`src/lfad_pkg.sv`:
```
package lfad_pkg;

   // ==========================================
   // Clock and timing
   localparam int CLK_MHZ = 250;
   localparam int CLK_HZ = CLK_MHZ * 1_000_000;
   localparam int CARRIER_HZ = 125_000;
   localparam int FREQ_MIN_HZ = 90_000;
   localparam int FREQ_MAX_HZ = 160_000;
   localparam int PROTECT_DEBOUNCE_TIME_US = 20;
   localparam int T_WAKE_US = 64;
   localparam int T_ACK_US = 256;
   localparam int T_ERR_US = 128;
   localparam int T_END_US = 16_000;
   localparam int DEB_CYC = PROTECT_DEBOUNCE_TIME_US * CLK_MHZ;
   localparam int WAKE_CYC = T_WAKE_US * CLK_MHZ;
   localparam int ACK_CYC = T_ACK_US * CLK_MHZ;
   localparam int ERR_CYC = T_ERR_US * CLK_MHZ;
   localparam int END_CYC = T_END_US * CLK_MHZ;
   localparam int TMR_W = 22;

   // ==========================================
   // Carrier period in clock cycles
   localparam int PER_W = 12;
   localparam logic [11:0] PER_NOM = 12'(CLK_HZ / CARRIER_HZ);
   localparam logic [11:0] PER_MAX = 12'(CLK_HZ / FREQ_MIN_HZ);
   localparam logic [11:0] PER_MIN = 12'((CLK_HZ + FREQ_MAX_HZ - 1) / FREQ_MAX_HZ);
   localparam logic [11:0] PER_SAT = 12'hfff;

   // ==========================================
   // Duty cycle codes, 256 is full on
   localparam logic [8:0] DUTY_FULL = 9'h100;
   localparam logic [8:0] DUTY_START = 9'h080;
   localparam logic [8:0] DUTY_RAMP_STEP = 9'h028;
   localparam logic [8:0] DUTY_REG_MAX = 9'h0dc;
   localparam logic [8:0] DUTY_REG_MIN = 9'h024;
   localparam logic [8:0] DUTY_REG_STEP = 9'h004;
   localparam logic [8:0] DUTY_FLOOR = 9'h008;

   // ==========================================
   // Register map and fields
   localparam logic [7:0] ADDR_CTRL = 8'h00;
   localparam logic [7:0] ADDR_STATUS = 8'h04;
   localparam logic [7:0] ADDR_PERIOD = 8'h08;
   localparam logic [7:0] ADDR_DUTY = 8'h0c;
   localparam logic [1:0] CTRL_RESET = 2'h3;
   localparam int CTRL_TRACK_BIT = 0;
   localparam int CTRL_SKIP_BIT = 1;
   localparam int ST_STATE_LSB = 0;
   localparam int ST_KLINE_BIT = 4;
   localparam int ST_UV_BIT = 8;
   localparam int ST_FREQ_BIT = 9;
   localparam int ST_PEAK_BIT = 10;
   localparam int ST_PROT_BIT = 11;
   localparam int ST_LOWDUTY_BIT = 12;
   localparam int PERIOD_MEAS_LSB = 16;

   // ==========================================
   // Synchronised pin inputs
   localparam int NSYNC = 9;
   localparam int IN_LINE = 0;
   localparam int IN_LEVEL = 1;
   localparam int IN_ZC = 2;
   localparam int IN_PEAK = 3;
   localparam int IN_SKIP = 4;
   localparam int IN_DIAG = 5;
   localparam int IN_LD = 6;
   localparam int IN_OT = 7;
   localparam int IN_UV = 8;
   localparam logic [8:0] SYNC_RESET = 9'h001;

   typedef enum logic [2:0] {
      ST_STANDBY,
      ST_WAKE,
      ST_DRIVE,
      ST_PAUSE,
      ST_PROTECT,
      ST_ACK
   } lfad_state_e;

   typedef struct packed {
      logic psel;
      logic penable;
      logic pwrite;
      logic [7:0] paddr;
      logic [31:0] pwdata;
   } lfad_apb_req_s;

   typedef struct packed {
      logic [31:0] prdata;
      logic pready;
      logic pslverr;
   } lfad_apb_rsp_s;

   typedef struct packed {
      logic under_volt;
      logic over_temp;
      logic load_dump;
      logic over_peak_diag;
      logic over_peak_skip;
      logic over_peak;
      logic zero_cross;
   } lfad_analog_s;

endpackage : lfad_pkg

```
`src/lfad_top.sv`:
```
// Decided for this implementation: the APB register port and the register addresses.
`timescale 1ns/1ps
// Contract
// - Reset puts all logic in known state
// - Level select picks controller or K-line
// - One clock drives interface and driver
// - Idle carrier free-runs near 125 kHz
// - Active carrier follows antenna zero crossings
// - Line low requests square-wave drive
// - Lower duty to hold peak current
// - Regulation 14-86 percent, lower above (code lets duty fall to 3 percent, only flags below 14)
// - Burst starts 50 percent, ramps up
// - Skip pulse above peak plus 20
// - Protection only while driving
// - Low side on before acknowledge (after a protection trip, off until the pulse starts)
// - Protection trip turns both switches off
// - Trip only after debounce while driving
// - Load dump is a protection event
// - Overtemperature is a protection event
// - Errors held, reported at end
// - Flag undervoltage during transmission
// - Flag frequency outside 90-160 kHz
// - Flag peak above set plus 15
// - Clean end pulls line low 256 us
// - Failed end pulls line low 128 us
// - Line high stops drive, output grounded
module lfad_top
   import lfad_pkg::*;
#(
   parameter int unsigned DEB_CYCLES = DEB_CYC,
   parameter int unsigned WAKE_CYCLES = WAKE_CYC,
   parameter int unsigned ACK_CYCLES = ACK_CYC,
   parameter int unsigned ERR_CYCLES = ERR_CYC,
   parameter int unsigned END_CYCLES = END_CYC
)
(
   input wire logic ref_clk_in,
   input wire logic rst_in,
   input wire lfad_apb_req_s apb_in,
   output lfad_apb_rsp_s apb_out,
   input wire logic one_wire_line_in,
   output logic one_wire_line_out,
   output logic one_wire_line_oe_out,
   input wire logic line_level_select_in,
   output logic line_level_kline_out,
   input wire logic [11:0] osc_ref_resistor_input_in,
   input wire lfad_analog_s analog_in,
   output logic antenna_drive_hs_out,
   output logic antenna_drive_ls_out
);

   // ==========================================
   // Input synchronisers
   logic [NSYNC-1:0] raw_w;
   logic [NSYNC-1:0] s1_q;
   logic [NSYNC-1:0] s2_q;
   logic [NSYNC-1:0] s3_q;
   logic [NSYNC-1:0] filt_q;

   assign raw_w = {analog_in, line_level_select_in, one_wire_line_in};

   // Three stages, accept once stages two and three agree
   genvar gi;
   generate
      for (gi = 0; gi < NSYNC; gi++)
      begin : g_sync
         always_ff @(posedge ref_clk_in or posedge rst_in)
         begin
            if (rst_in)
            begin
               s1_q[gi] <= SYNC_RESET[gi];
               s2_q[gi] <= SYNC_RESET[gi];
               s3_q[gi] <= SYNC_RESET[gi];
               filt_q[gi] <= SYNC_RESET[gi];
            end
            else
            begin
               s1_q[gi] <= raw_w[gi];
               s2_q[gi] <= s1_q[gi];
               s3_q[gi] <= s2_q[gi];
               if (s2_q[gi] == s3_q[gi])
                  filt_q[gi] <= s3_q[gi];
            end
         end
      end
   endgenerate

   // Named views of filtered inputs
   wire line_high_w = filt_q[IN_LINE];
   wire zc_w = filt_q[IN_ZC];
   wire peak_w = filt_q[IN_PEAK];
   wire skip_cmp_w = filt_q[IN_SKIP];
   wire diag_peak_w = filt_q[IN_DIAG];
   wire uv_w = filt_q[IN_UV];
   wire prot_cond_w = filt_q[IN_LD] | filt_q[IN_OT];

   // ==========================================
   // Registers and state
   lfad_state_e state_q;
   lfad_state_e state_d;
   logic [TMR_W-1:0] tmr_q;
   logic [TMR_W-1:0] deb_q;
   logic [1:0] ctrl_q;
   logic kline_q;
   logic uv_err_q;
   logic freq_err_q;
   logic peak_err_q;
   logic prot_err_q;
   logic err_sel_q;
   logic line_oe_q;
   logic hs_q;
   logic ls_q;
   logic zc_prev_q;
   logic [1:0] zc_cnt_q;
   logic [11:0] meas_q;
   logic [11:0] per_meas_q;
   logic [11:0] ph_q;
   logic [8:0] duty_q;
   logic reg_on_q;
   logic skip_q;
   logic pk_seen_q;
   logic sk_seen_q;
   logic [31:0] rdata_q;
   logic slverr_q;

   // ==========================================
   // Oscillator and period tracking
   wire driving_w = (state_q == ST_DRIVE);
   wire zc_rise_w = zc_w & ~zc_prev_q;
   wire trk_valid_w = (zc_cnt_q == 2'h2);
   wire meas_ok_w = (per_meas_q >= PER_MIN) && (per_meas_q <= PER_MAX);
   wire use_trk_w = driving_w && ctrl_q[CTRL_TRACK_BIT] && trk_valid_w && meas_ok_w;
   wire [11:0] per_w = use_trk_w ? per_meas_q : osc_ref_resistor_input_in;
   wire cyc_end_w = (ph_q >= per_w - 12'h001);
   wire [20:0] on_prod_w = 21'(per_w) * 21'(duty_q);
   wire [12:0] on_len_w = on_prod_w[20:8];

   wire freq_bad_w = driving_w && ((trk_valid_w && !meas_ok_w) || (meas_q > PER_MAX));

   // Period counter between zero-crossing rising edges
   always_ff @(posedge ref_clk_in or posedge rst_in)
   begin
      if (rst_in)
      begin
         zc_prev_q <= 1'b0;
         zc_cnt_q <= 2'h0;
         meas_q <= 12'h000;
         per_meas_q <= PER_NOM;
      end
      else
      begin
         zc_prev_q <= zc_w;
         if (!driving_w)
         begin
            zc_cnt_q <= 2'h0;
            meas_q <= 12'h000;
         end
         else if (zc_rise_w)
         begin
            meas_q <= 12'h001;
            if (zc_cnt_q != 2'h0)
               per_meas_q <= meas_q;
            if (zc_cnt_q != 2'h2)
               zc_cnt_q <= zc_cnt_q + 2'h1;
         end
         else if (meas_q != PER_SAT)
            meas_q <= meas_q + 12'h001;
      end
   end

   // ==========================================
   // Duty cycle regulation
   wire [8:0] ramp_w = (duty_q + DUTY_RAMP_STEP > DUTY_FULL) ? DUTY_FULL
                       : duty_q + DUTY_RAMP_STEP;
   wire [8:0] up_w = (duty_q + DUTY_REG_STEP > DUTY_REG_MAX) ? DUTY_REG_MAX
                     : duty_q + DUTY_REG_STEP;
   wire [8:0] down_w = (duty_q < DUTY_FLOOR + DUTY_REG_STEP) ? DUTY_FLOOR
                       : duty_q - DUTY_REG_STEP;
   wire [8:0] duty_next_w = pk_seen_q ? down_w : (reg_on_q ? up_w : ramp_w);

   // Carrier phase, per-cycle duty and skip decisions
   always_ff @(posedge ref_clk_in or posedge rst_in)
   begin
      if (rst_in)
      begin
         ph_q <= 12'h000;
         duty_q <= DUTY_START;
         reg_on_q <= 1'b0;
         skip_q <= 1'b0;
         pk_seen_q <= 1'b0;
         sk_seen_q <= 1'b0;
      end
      // Each burst starts at half duty
      else if (!driving_w)
      begin
         ph_q <= 12'h000;
         duty_q <= DUTY_START;
         reg_on_q <= 1'b0;
         skip_q <= 1'b0;
         pk_seen_q <= 1'b0;
         sk_seen_q <= 1'b0;
      end
      else if (cyc_end_w)
      begin
         ph_q <= 12'h000;
         duty_q <= duty_next_w;
         reg_on_q <= reg_on_q | pk_seen_q;
         skip_q <= !reg_on_q && (sk_seen_q || skip_cmp_w) && ctrl_q[CTRL_SKIP_BIT];
         pk_seen_q <= peak_w;
         sk_seen_q <= 1'b0;
      end
      else
      begin
         ph_q <= ph_q + 12'h001;
         pk_seen_q <= pk_seen_q | peak_w;
         sk_seen_q <= sk_seen_q | skip_cmp_w;
      end
   end

   // ==========================================
   // Transmission sequencing
   wire tmr_wake_w = (tmr_q >= TMR_W'(WAKE_CYCLES - 1));
   wire tmr_end_w = (tmr_q >= TMR_W'(END_CYCLES - 1));
   wire [TMR_W-1:0] pulse_len_w = err_sel_q ? TMR_W'(ERR_CYCLES) : TMR_W'(ACK_CYCLES);
   wire tmr_pulse_w = (tmr_q >= pulse_len_w - TMR_W'(1));
   wire trip_w = driving_w && prot_cond_w && (deb_q >= TMR_W'(DEB_CYCLES - 1));
   wire err_any_w = uv_err_q | freq_err_q | peak_err_q | prot_err_q;
   wire start_tx_w = (state_q == ST_WAKE) && !line_high_w && tmr_wake_w;

   // Next state
   always_comb
   begin
      state_d = state_q;
      case (state_q)
         ST_STANDBY:
            if (!line_high_w)
               state_d = ST_WAKE;
         ST_WAKE:
            if (line_high_w)
               state_d = ST_STANDBY;
            else if (tmr_wake_w)
               state_d = ST_DRIVE;
         ST_DRIVE:
            if (trip_w)
               state_d = ST_PROTECT;
            else if (line_high_w)
               state_d = ST_PAUSE;
         ST_PAUSE:
            if (!line_high_w)
               state_d = ST_DRIVE;
            else if (tmr_end_w)
               state_d = ST_ACK;
         ST_PROTECT:
            if (line_high_w && tmr_end_w)
               state_d = ST_ACK;
         ST_ACK:
            if (tmr_pulse_w)
               state_d = ST_STANDBY;
         default:
            state_d = ST_STANDBY;
      endcase
   end

   always_ff @(posedge ref_clk_in or posedge rst_in)
   begin
      if (rst_in)
      begin
         state_q <= ST_STANDBY;
         tmr_q <= '0;
      end
      else
      begin
         state_q <= state_d;
         if ((state_d != state_q) || ((state_q == ST_PROTECT) && !line_high_w))
            tmr_q <= '0;
         // Saturate at all ones so the long end-of-transmission count is reachable
         else if (tmr_q != '1)
            tmr_q <= tmr_q + TMR_W'(1);
      end
   end

   always_ff @(posedge ref_clk_in or posedge rst_in)
   begin
      if (rst_in)
         deb_q <= '0;
      else if (!driving_w || !prot_cond_w)
         deb_q <= '0;
      else if (!deb_q[TMR_W-1])
         deb_q <= deb_q + TMR_W'(1);
   end

   // ==========================================
   // Held diagnosis flags, set beats clear
   // Clear on new transmission
   always_ff @(posedge ref_clk_in or posedge rst_in)
   begin
      if (rst_in)
      begin
         uv_err_q <= 1'b0;
         freq_err_q <= 1'b0;
         peak_err_q <= 1'b0;
         prot_err_q <= 1'b0;
      end
      else
      begin
         uv_err_q <= (uv_err_q & ~start_tx_w) | (driving_w & uv_w);
         freq_err_q <= (freq_err_q & ~start_tx_w) | freq_bad_w;
         peak_err_q <= (peak_err_q & ~start_tx_w) | (driving_w & diag_peak_w);
         prot_err_q <= (prot_err_q & ~start_tx_w) | trip_w;
      end
   end

   // ==========================================
   // Pin outputs
   wire hs_d_w = driving_w && !skip_q && ({1'b0, ph_q} < on_len_w);
   // Ground between end and pulse
   // Low side follows the next state into the pulse, so it lines up with the line pull
   wire ls_d_w = (driving_w && !hs_d_w) || (state_q == ST_PAUSE) || (state_d == ST_ACK);

   // Gate drives, acknowledge pulse and level mode
   always_ff @(posedge ref_clk_in or posedge rst_in)
   begin
      if (rst_in)
      begin
         hs_q <= 1'b0;
         ls_q <= 1'b0;
         line_oe_q <= 1'b0;
         err_sel_q <= 1'b0;
         kline_q <= 1'b0;
      end
      else
      begin
         hs_q <= hs_d_w;
         ls_q <= ls_d_w;
         line_oe_q <= (state_d == ST_ACK);
         if (state_q != ST_ACK)
            err_sel_q <= err_any_w;
         kline_q <= filt_q[IN_LEVEL];
      end
   end

   assign antenna_drive_hs_out = hs_q;
   assign antenna_drive_ls_out = ls_q;
   assign one_wire_line_out = 1'b0;
   assign one_wire_line_oe_out = line_oe_q;
   assign line_level_kline_out = kline_q;

   // ==========================================
   // APB slave, data latched in setup cycle
   wire setup_w = apb_in.psel && !apb_in.penable;
   wire access_w = apb_in.psel && apb_in.penable;
   wire hit_ctrl_w = (apb_in.paddr == ADDR_CTRL);
   wire hit_stat_w = (apb_in.paddr == ADDR_STATUS);
   wire hit_per_w = (apb_in.paddr == ADDR_PERIOD);
   wire hit_duty_w = (apb_in.paddr == ADDR_DUTY);
   wire hit_w = hit_ctrl_w | hit_stat_w | hit_per_w | hit_duty_w;
   logic [31:0] status_w;
   logic [31:0] rd_mux_w;

   // Status word
   always_comb
   begin
      status_w = 32'h0000_0000;
      status_w[ST_STATE_LSB +: 3] = state_q;
      status_w[ST_KLINE_BIT] = kline_q;
      status_w[ST_UV_BIT] = uv_err_q;
      status_w[ST_FREQ_BIT] = freq_err_q;
      status_w[ST_PEAK_BIT] = peak_err_q;
      status_w[ST_PROT_BIT] = prot_err_q;
      status_w[ST_LOWDUTY_BIT] = reg_on_q && (duty_q < DUTY_REG_MIN);
   end

   // Read selection
   assign rd_mux_w = hit_ctrl_w ? {30'h0, ctrl_q}
                   : hit_stat_w ? status_w
                   : hit_per_w ? {4'h0, per_meas_q, 4'h0, per_w}
                   : hit_duty_w ? {23'h0, duty_q}
                   : 32'h0000_0000;

   // Register writes and latched read data
   always_ff @(posedge ref_clk_in or posedge rst_in)
   begin
      if (rst_in)
      begin
         ctrl_q <= CTRL_RESET;
         rdata_q <= 32'h0000_0000;
         slverr_q <= 1'b0;
      end
      else
      begin
         if (setup_w)
         begin
            rdata_q <= apb_in.pwrite ? 32'h0000_0000 : rd_mux_w;
            slverr_q <= !hit_w;
         end
         if (access_w && apb_in.pwrite && hit_ctrl_w)
            ctrl_q <= apb_in.pwdata[1:0];
      end
   end

   assign apb_out.prdata = rdata_q;
   assign apb_out.pready = access_w;
   assign apb_out.pslverr = access_w && slverr_q;

endmodule : lfad_top

```
`config.mk`:
```
export PLATFORM = sky130hd
export DESIGN_NAME = lfad_top
export DESIGN_NICKNAME = d
export VERILOG_FILES = /design/src/lfad_pkg.sv /design/src/lfad_top.sv
export SDC_FILE = /design/constraint.sdc
export NUM_CORES = 1
export LEC_CHECK = 0
export ABC_AREA = 1
export BUFFER_PORTS_ARGS = -buffer_cell sky130_fd_sc_hd__buf_2
export CAP_MARGIN = 15
export CORE_MARGIN = 2
export CORE_UTILIZATION = 40
export DETAILED_ROUTE_END_ITERATION = 6
export GPL_ROUTABILITY_DRIVEN = 0
export PLACE_DENSITY = 0.55
export SLEW_MARGIN = 25
export SYNTH_ARGS = -nofsm -noshare
export SYNTH_HDL_FRONTEND = slang
export SYNTH_SLANG_ARGS = --single-unit
```
`constraint.sdc`:
```
create_clock -name ref_clk_in -period 6.35 [get_ports ref_clk_in]
set_input_delay 0 -clock ref_clk_in [delete_from_list [all_inputs] [get_ports ref_clk_in]]
set_output_delay 0 -clock ref_clk_in [all_outputs]
set_load 0.02 [all_outputs]
```
==> flow_metrics.py, run 1 <==
metrics = {
    "route": {
        "drt_drc_violations_left": 0,
        "routedWlPerCell_microns": 15.4,
        "met1_length_mm": 15.5,
        "vias": 10506,
        "dr.pass1.iters": 4,
        "top_layer_used": "met4",
        "via_per_inst": 4.97,
        "drtIter0Drc": 583,
        "route.met3.wl_mm": 1.20,
        "wl_met2_mm": 15.2,
        "ant_nets": 0,
        "wl_mm": 32.7,
    },
    "global_routing": {
        "grt_max_degree": 111,
        "antenna_found_initial": 1,
        "grt_pass1_wl_mm": 53.0,
        "grt_overflow": 0,
        "track_usage": 0.204,
        "grt_pass1_vias": 10380,
    },
    "timing": {
        "layout_min_cycle_time_ns": 6.08,
        "fin_worst_skew_ns": 0.0137,
        "slew_headroom": 0.318,
        "finalSetupViolations": 0,
        "finalHoldViolations": 0,
        "fin_crit_sh": 0.957,
        "worst_slack_ns": 0.270,
        "hold_slack_ns": 0.0276,
        "clock.fmax_ghz": 0.164,
        "worst_pin_slew_ns": 1.01,
        "tns_ns": 0,
        "finalMaxSlewViolations": 0,
    },
    "placement": {
        "placed_area_sq_um": 13600,
        "hpwl_mm": 24.8,
        "pre_cts_ws_ns": -0.0555,
        "dp_cells": 2053,
        "io_buffers": 66,
    },
    "setup_path": {
        "worst-path-buf-inv": 6,
        "crit_type": "reg2reg",
        "max_stage_delay_ns": 0.56,
        "critPathRequiredTime_ns": 6.70,
        "crit_path_start_kind": "flip-flop",
        "crit_start": "per_meas_q[9]",
        "crit_path_frequent_cell": "nor2_1",
        "cp-end-kind": "flip-flop",
        "critical_path_arrival_ns": 6.43,
        "r2r-start": "per_meas_q[9]",
        "critPathTopFamily": "adder cells",
        "critPathSlowestCell": "dfstp_2",
        "cp_max_fo": 8,
    },
    "synth": {
        "synthSimpleGateAreaFrac": 0.233,
        "ys_seq_area_frac": 0.346,
        "synth_most_common_cell": "nand2_1",
        "ys_types": 52,
        "async_flop_share": 1.00,
        "yosys.area.top_type_share": 0.319,
        "ys_ff_latch": 170,
        "synth_top_area_cell": "dfrtp_1",
        "avgSynthCellArea_sq_um": 8.05,
        "postSynthCellCount": 1533,
        "synthMuxAreaShare": 0.00183,
        "synth_top_family_by_area": "simple AND/OR/NAND/NOR gates",
        "synthTopCellsByArea": "dfrtp_1 (32%), fa_1 (11%), nand2_1 (8.7%), ha_1 (8.0%), inv_1 (7.4%)",
        "synth_flop_cell": "dfrtp_1",
        "synth_compound_area_frac": 0.0916,
        "synth_adder_area_share": 0.199,
        "synth-xor-area-share": 0.0348,
        "synth_edf_count": 0,
        "synth_common_cells": "nand2_1 (286), inv_1 (243), nor2_1 (211)",
        "synth.cell_area_sq_um": 12300,
        "ys_warn_count": 0,
    },
    "cts": {
        "root_buffer": "clkbuf_16",
        "clk_latency_ns": 0.46,
        "path_clk_slew_ns": 0.08,
        "cts.sinks": 170,
        "cts_tree": "built",
        "clk_path_buf_depth": 2,
        "cts_htree_levels": 4,
        "numCtsBuffers": 17,
    },
    "floorplan": {
        "dieHeight_microns": 180,
        "rows": 64,
        "ioPinCount": 105,
        "fp.dieW_microns": 180,
        "design.die.area_sq_um": 32300,
        "start_util": 0.404,
        "core_area_sq_um": 30500,
    },
    "cells_and_area": {
        "fin_cells": 2115,
        "final_nets": 1919,
        "layout-drive-gt1-share": 0.171,
        "fill_cells": 2963,
        "register_area_sq_um": 4270,
        "final_cell_area_sq_um": 14800,
        "area.growth.synth_to_final_pct": 20.0,
        "multi_input_comb_area_sq_um": 7340,
    },
    "min_path": {
        "hold_start": "apb_in[40]",
        "min_path_type": "in2reg",
    },
    "pwr": {
        "p_per_area_nw_per_um2": 182,
        "p_leak_nw": 7.28,
        "vdd_drop_max_mv": 0.341,
    },
    "outcome": {
        "status": "complete, no violations",
    },
    "flow_run": {
        "maxCapViolCount": 0,
    },
}
-- through the flow --
step	total power, mW	utilization
5_1_grt	2.82	0.485
3_5_place_dp	1.58	0.446
2_1_floorplan	1.44	-
4_1_cts	2.64	0.470
6_report	2.69	0.485
3_3_place_gp	1.57	0.446
-- tightest hold or removal path: stages --
cell and delay [ns]:
buf_2 0.09, nor2_1 0.07, inv_1 0.09, a21oi_1 0.04
nand2_1 0.09, nand2_1 0.05
-- report_power, final --
| part | switching (mW) | internal, mW |
|---|---|---|
| sequential | 0.0159 | 1.11 |
| clock | 0.534 | 0.525 |
| combinational | 0.297 | 0.210 |
-- flip-flops by register name, summed over array words and instances (netlist names), 3 cells and up --
name / cells
duty_q: 7
meas_q: 12
rdata_q: 25
deb_q: 22
filt_q: 3
state_q: 3
s3_q: 9
tmr_q: 22
per_meas_q: 12
s1_q: 9
ph_q: 12
s2_q: 9
-- cell families (layout without fill, tap and decap cells) --
family / count (synthesis) / in the layout
compound gates: 201 / 201
xor+xnor: 49 / 49
fa+ha+maj: 157 / 157
buf+inv: 288 / 446
flops: 170 / 170
mux: 2 / 2
other cells: 2 / 29
simple gates: 664 / 665
-- area by class of cell --
type | instances | share of cell area
sequential | 170 | 0.289
clock buffer | 18 | 0.0290
timing repair buffer | 168 | 0.0793
clock inverter | 14 | 0.0103
inverter | 246 | 0.0629
antenna | 1 | 0.000169
multi-input combinational | 1102 | 0.496
tap | 396 | 0.0335
-- path summary, 6_finish.rpt --
| path | endpoint | depth (start not counted) | slack, ns |
|---|---|---|---|
| worst max-delay path | antenna_drive_ls_out | 33 | 0.27 |
| worst min-delay path | rdata_q[0] | 6 | 0.03 |
| worst max register to register | antenna_drive_ls_out | 33 | 0.27 |
| worst min register to register | s2_q[6] | 0 | 0.35 |
| max in group asynchronous | tmr_q[11] | 4 | 4.84 |
| min in group asynchronous | s1_q[8] | 3 | 0.23 |
-- routing by layer --
layer,vias up,track usage
li1,5212,-
met1,5034,0.278
met2,214,0.335
met3,46,0.0294
met4,0,0.0689
met5,-,0
-- placed cells by master (no fill, tap or decap), drive strengths merged, types with 7 or more instances in the layout --
master / n
nor2: 219
conb: 28
a21oi: 66
fa: 69
dfstp: 13
nor3: 29
nand3: 65
o211ai: 7
nand2: 295
xnor2: 11
dlygate4sd3: 14
inv: 252
o21ai: 94
nand4: 41
nor4: 8
ha: 79
xor2: 38
clkbuf: 18
buf: 154
maj3: 9
dfrtp: 157
-- timing repair --
| action | CTS | global route |
|---|---|---|
| gates resized for setup | 3 | 88 |
| pin swaps | 0 | 51 |
| gates cloned | 0 | 1 |
| hold buffers | 14 | 0 |
| setup buffers | 0 | 14 |
| setup endpoints to repair | 1 | 2 |
| hold endpoints to repair | 111 | 0 |
Note: power is estimated with default switching activity, not from simulation.
==> run 2, diff against run 1 <==
- ABC_AREA: 1 -> default
==> flow_metrics.py, run 2 <==
metrics = {
    "outcome": {
        "status": "complete, but fails checks",
        "violations": "negative setup slack",
    },
    "synth": {
        "postSynthCellCount": 1232,
        "synthTopCellsByArea": "dfrtp_1 (32%), fa_1 (11%), ha_1 (8.2%), xor2_1 (4.0%), nor2_1 (3.3%)",
        "synth_adder_area_share": 0.203,
        "synth_top_area_cell": "dfrtp_1",
        "yosys.area.top_type_share": 0.325,
        "ys_types": 79,
        "async_flop_share": 1.00,
        "synthMuxAreaShare": 0.0437,
        "synth_common_cells": "dfrtp_1 (157), nor2_1 (105), inv_1 (104)",
        "ys_seq_area_frac": 0.353,
        "ys_warn_count": 0,
        "synth.cell_area_sq_um": 12100,
        "synth_top_family_by_area": "adder cells",
        "synth_flop_cell": "dfrtp_1",
        "synth-xor-area-share": 0.0608,
        "synth_most_common_cell": "dfrtp_1",
        "synth_compound_area_frac": 0.103,
        "avgSynthCellArea_sq_um": 9.82,
        "synthSimpleGateAreaFrac": 0.180,
        "synth_edf_count": 0,
        "ys_ff_latch": 170,
    },
    "floorplan": {
        "dieHeight_microns": 178,
        "core_area_sq_um": 29700,
        "rows": 63,
        "ioPinCount": 105,
        "start_util": 0.407,
        "fp.dieW_microns": 178,
        "design.die.area_sq_um": 31700,
    },
    "cells_and_area": {
        "largestRegisters": "rdata_q: 25 flops, deb_q: 22 flops, tmr_q: 22 flops",
        "fin_util": 0.489,
        "num_antenna_cells": 0,
        "final_common_cell": "dfrtp_1",
        "fill_cells": 2790,
        "multi_input_comb_area_sq_um": 7440,
        "most-common-layout-cells": "dfrtp_1 (157), nor2_1 (105), buf_4 (104)",
        "layout-drive-gt1-share": 0.210,
        "register_area_sq_um": 4270,
        "largest_register_ffs": 25,
        "regMostFlops": "rdata_q",
        "area.growth.synth_to_final_pct": 20.0,
        "final_nets": 1627,
    },
    "setup_path": {
        "worst-path-buf-inv": 5,
        "crit_path_start_kind": "flip-flop",
        "critPathRequiredTime_ns": 6.69,
        "critical_path_arrival_ns": 7.20,
        "cp_max_fo": 8,
        "cp-end-kind": "flip-flop",
        "critPathTopFamily": "adder cells",
        "crit_type": "reg2reg",
        "crit_path_frequent_cell": "fa_1",
        "critPathSlowestCell": "fa_1",
        "max_stage_delay_ns": 0.53,
    },
    "cts": {
        "cts_tree": "built",
        "path_clk_slew_ns": 0.08,
        "clk_path_buf_depth": 2,
        "root_buffer": "clkbuf_16",
        "cts_htree_levels": 4,
        "numCtsBuffers": 17,
        "cts.sinks": 170,
        "clk_latency_ns": 0.45,
    },
    "route": {
        "via_per_inst": 5.16,
        "routedWlPerCell_microns": 16.4,
        "drt_drc_violations_left": 0,
        "drtIter0Drc": 451,
        "wl_mm": 29.7,
        "dr.pass1.iters": 5,
        "ant_nets": 0,
        "vias": 9376,
    },
    "pwr": {
        "vdd_drop_max_mv": 0.181,
        "design_power_total_mw": 2.57,
        "p_leak_nw": 6.88,
        "p_per_area_nw_per_um2": 177,
    },
    "timing": {
        "finalMaxSlewViolations": 0,
        "rsz0062_at_grt": "yes",
        "hold_slack_ns": 0.0520,
        "finalSetupViolations": 2,
        "slew_headroom": 0.343,
        "fin_worst_skew_ns": 0.0136,
        "tns_ns": -0.909,
        "fin_crit_sh": 1.08,
        "finalHoldViolations": 0,
        "clock.fmax_ghz": 0.146,
        "layout_min_cycle_time_ns": 6.87,
        "worst_slack_ns": -0.517,
        "worst_pin_slew_ns": 0.982,
    },
    "global_routing": {
        "grt_overflow": 0,
        "grt_max_degree": 101,
        "track_usage": 0.197,
        "grt_pass1_wl_mm": 48.6,
        "antenna_found_initial": 0,
        "grt_pass1_vias": 9245,
    },
    "min_path": {
        "min_path_type": "in2reg",
    },
    "placement": {
        "io_buffers": 66,
        "pre_cts_ws_ns": -0.738,
        "hpwl_mm": 22.4,
    },
    "flow_run": {
        "maxCapViolCount": 0,
    },
}
run 2: cell types whose count changed after synthesis, sizes merged, moves of 24 or more:
cell,delta
and2,+24
a21oi,-28
o21ai,-44
nand2,-201
nor2,-112
nand3,-32
inv,-142
run 2: power breakdown:
group,leakage (nW),internal [mW],switching (mW)
combinational,4.37,0.199,0.234
clock,0.268,0.523,0.500
sequential,2.24,1.11,0.0135
total,6.88,1.83,0.748
run 2: final cells by class:
type	instances	share of cell area
clock buffer	19	0.0298
clock inverter	13	0.00931
inverter	104	0.0272
multi-input combinational	928	0.512
sequential	170	0.294
tap	390	0.0336
timing repair buffer	192	0.0939
run 2: timing repair:
action,in CTS,in global routing
pin swaps,21,9
setup endpoints to repair,2,2
buffers inserted,9,4
hold buffers,17,0
hold endpoints to repair,104,0
resized for setup,17,4
run 2: path summary, 6_finish.rpt:
path / startpoint / endpoint / slack, ns / cells past startpoint
hold reg to reg: s1_q[3] / s2_q[3] / 0.34 / 0
hold / removal: apb_in[34] / rdata_q[8] / 0.05 / 3
setup reg to reg: per_meas_q[8] / antenna_drive_ls_out / -0.52 / 31
setup / recovery: per_meas_q[8] / antenna_drive_ls_out / -0.52 / 31
max in group asynchronous: rst_in / tmr_q[13] / 4.57 / 4
min in group asynchronous: rst_in / s1_q[2] / 0.32 / 3
run 2: cells by family after synthesis:
| kind of cell | after synthesis |
|---|---|
| and+or+nand+nor | 434 |
| AOI/OAI and AO/OA | 182 |
| DFF | 170 |
| buffers and inverters | 160 |
| adders and majority gates | 157 |
| xor gates and xnor gates | 84 |
| muxes | 43 |
| other | 2 |
run 2: metal layers:
layer | routed length, microns | vias up | share of wire | track usage
li1 | - | 4553 | - | -
met1 | 13700 | 4606 | 0.46 | 0.263
met2 | 13900 | 180 | 0.47 | 0.318
met3 | 1360 | 37 | 0.046 | 0.0446
met4 | 679 | 0 | 0.023 | 0.0615
met5 | 0 | - | 0 | 0
run 2: worst reg2reg max path, delay by kind of cell, from the launching register on:
family | cells | cell delay [ns]
DFF | 1 | 0.39
and+or+nand+nor | 7 | 1.20
muxes | 1 | 0.17
AOI/OAI and AO/OA | 12 | 2.13
buffers and inverters | 5 | 0.41
adders and majority gates | 6 | 2.46
run 2: stage by stage:
step,instances,instance area (sq um)
global placement,1755,13600
detailed placement,1755,13600
global route,1816,14500
finish,1816,14500
CTS,1812,14500
floorplan,1258,12300
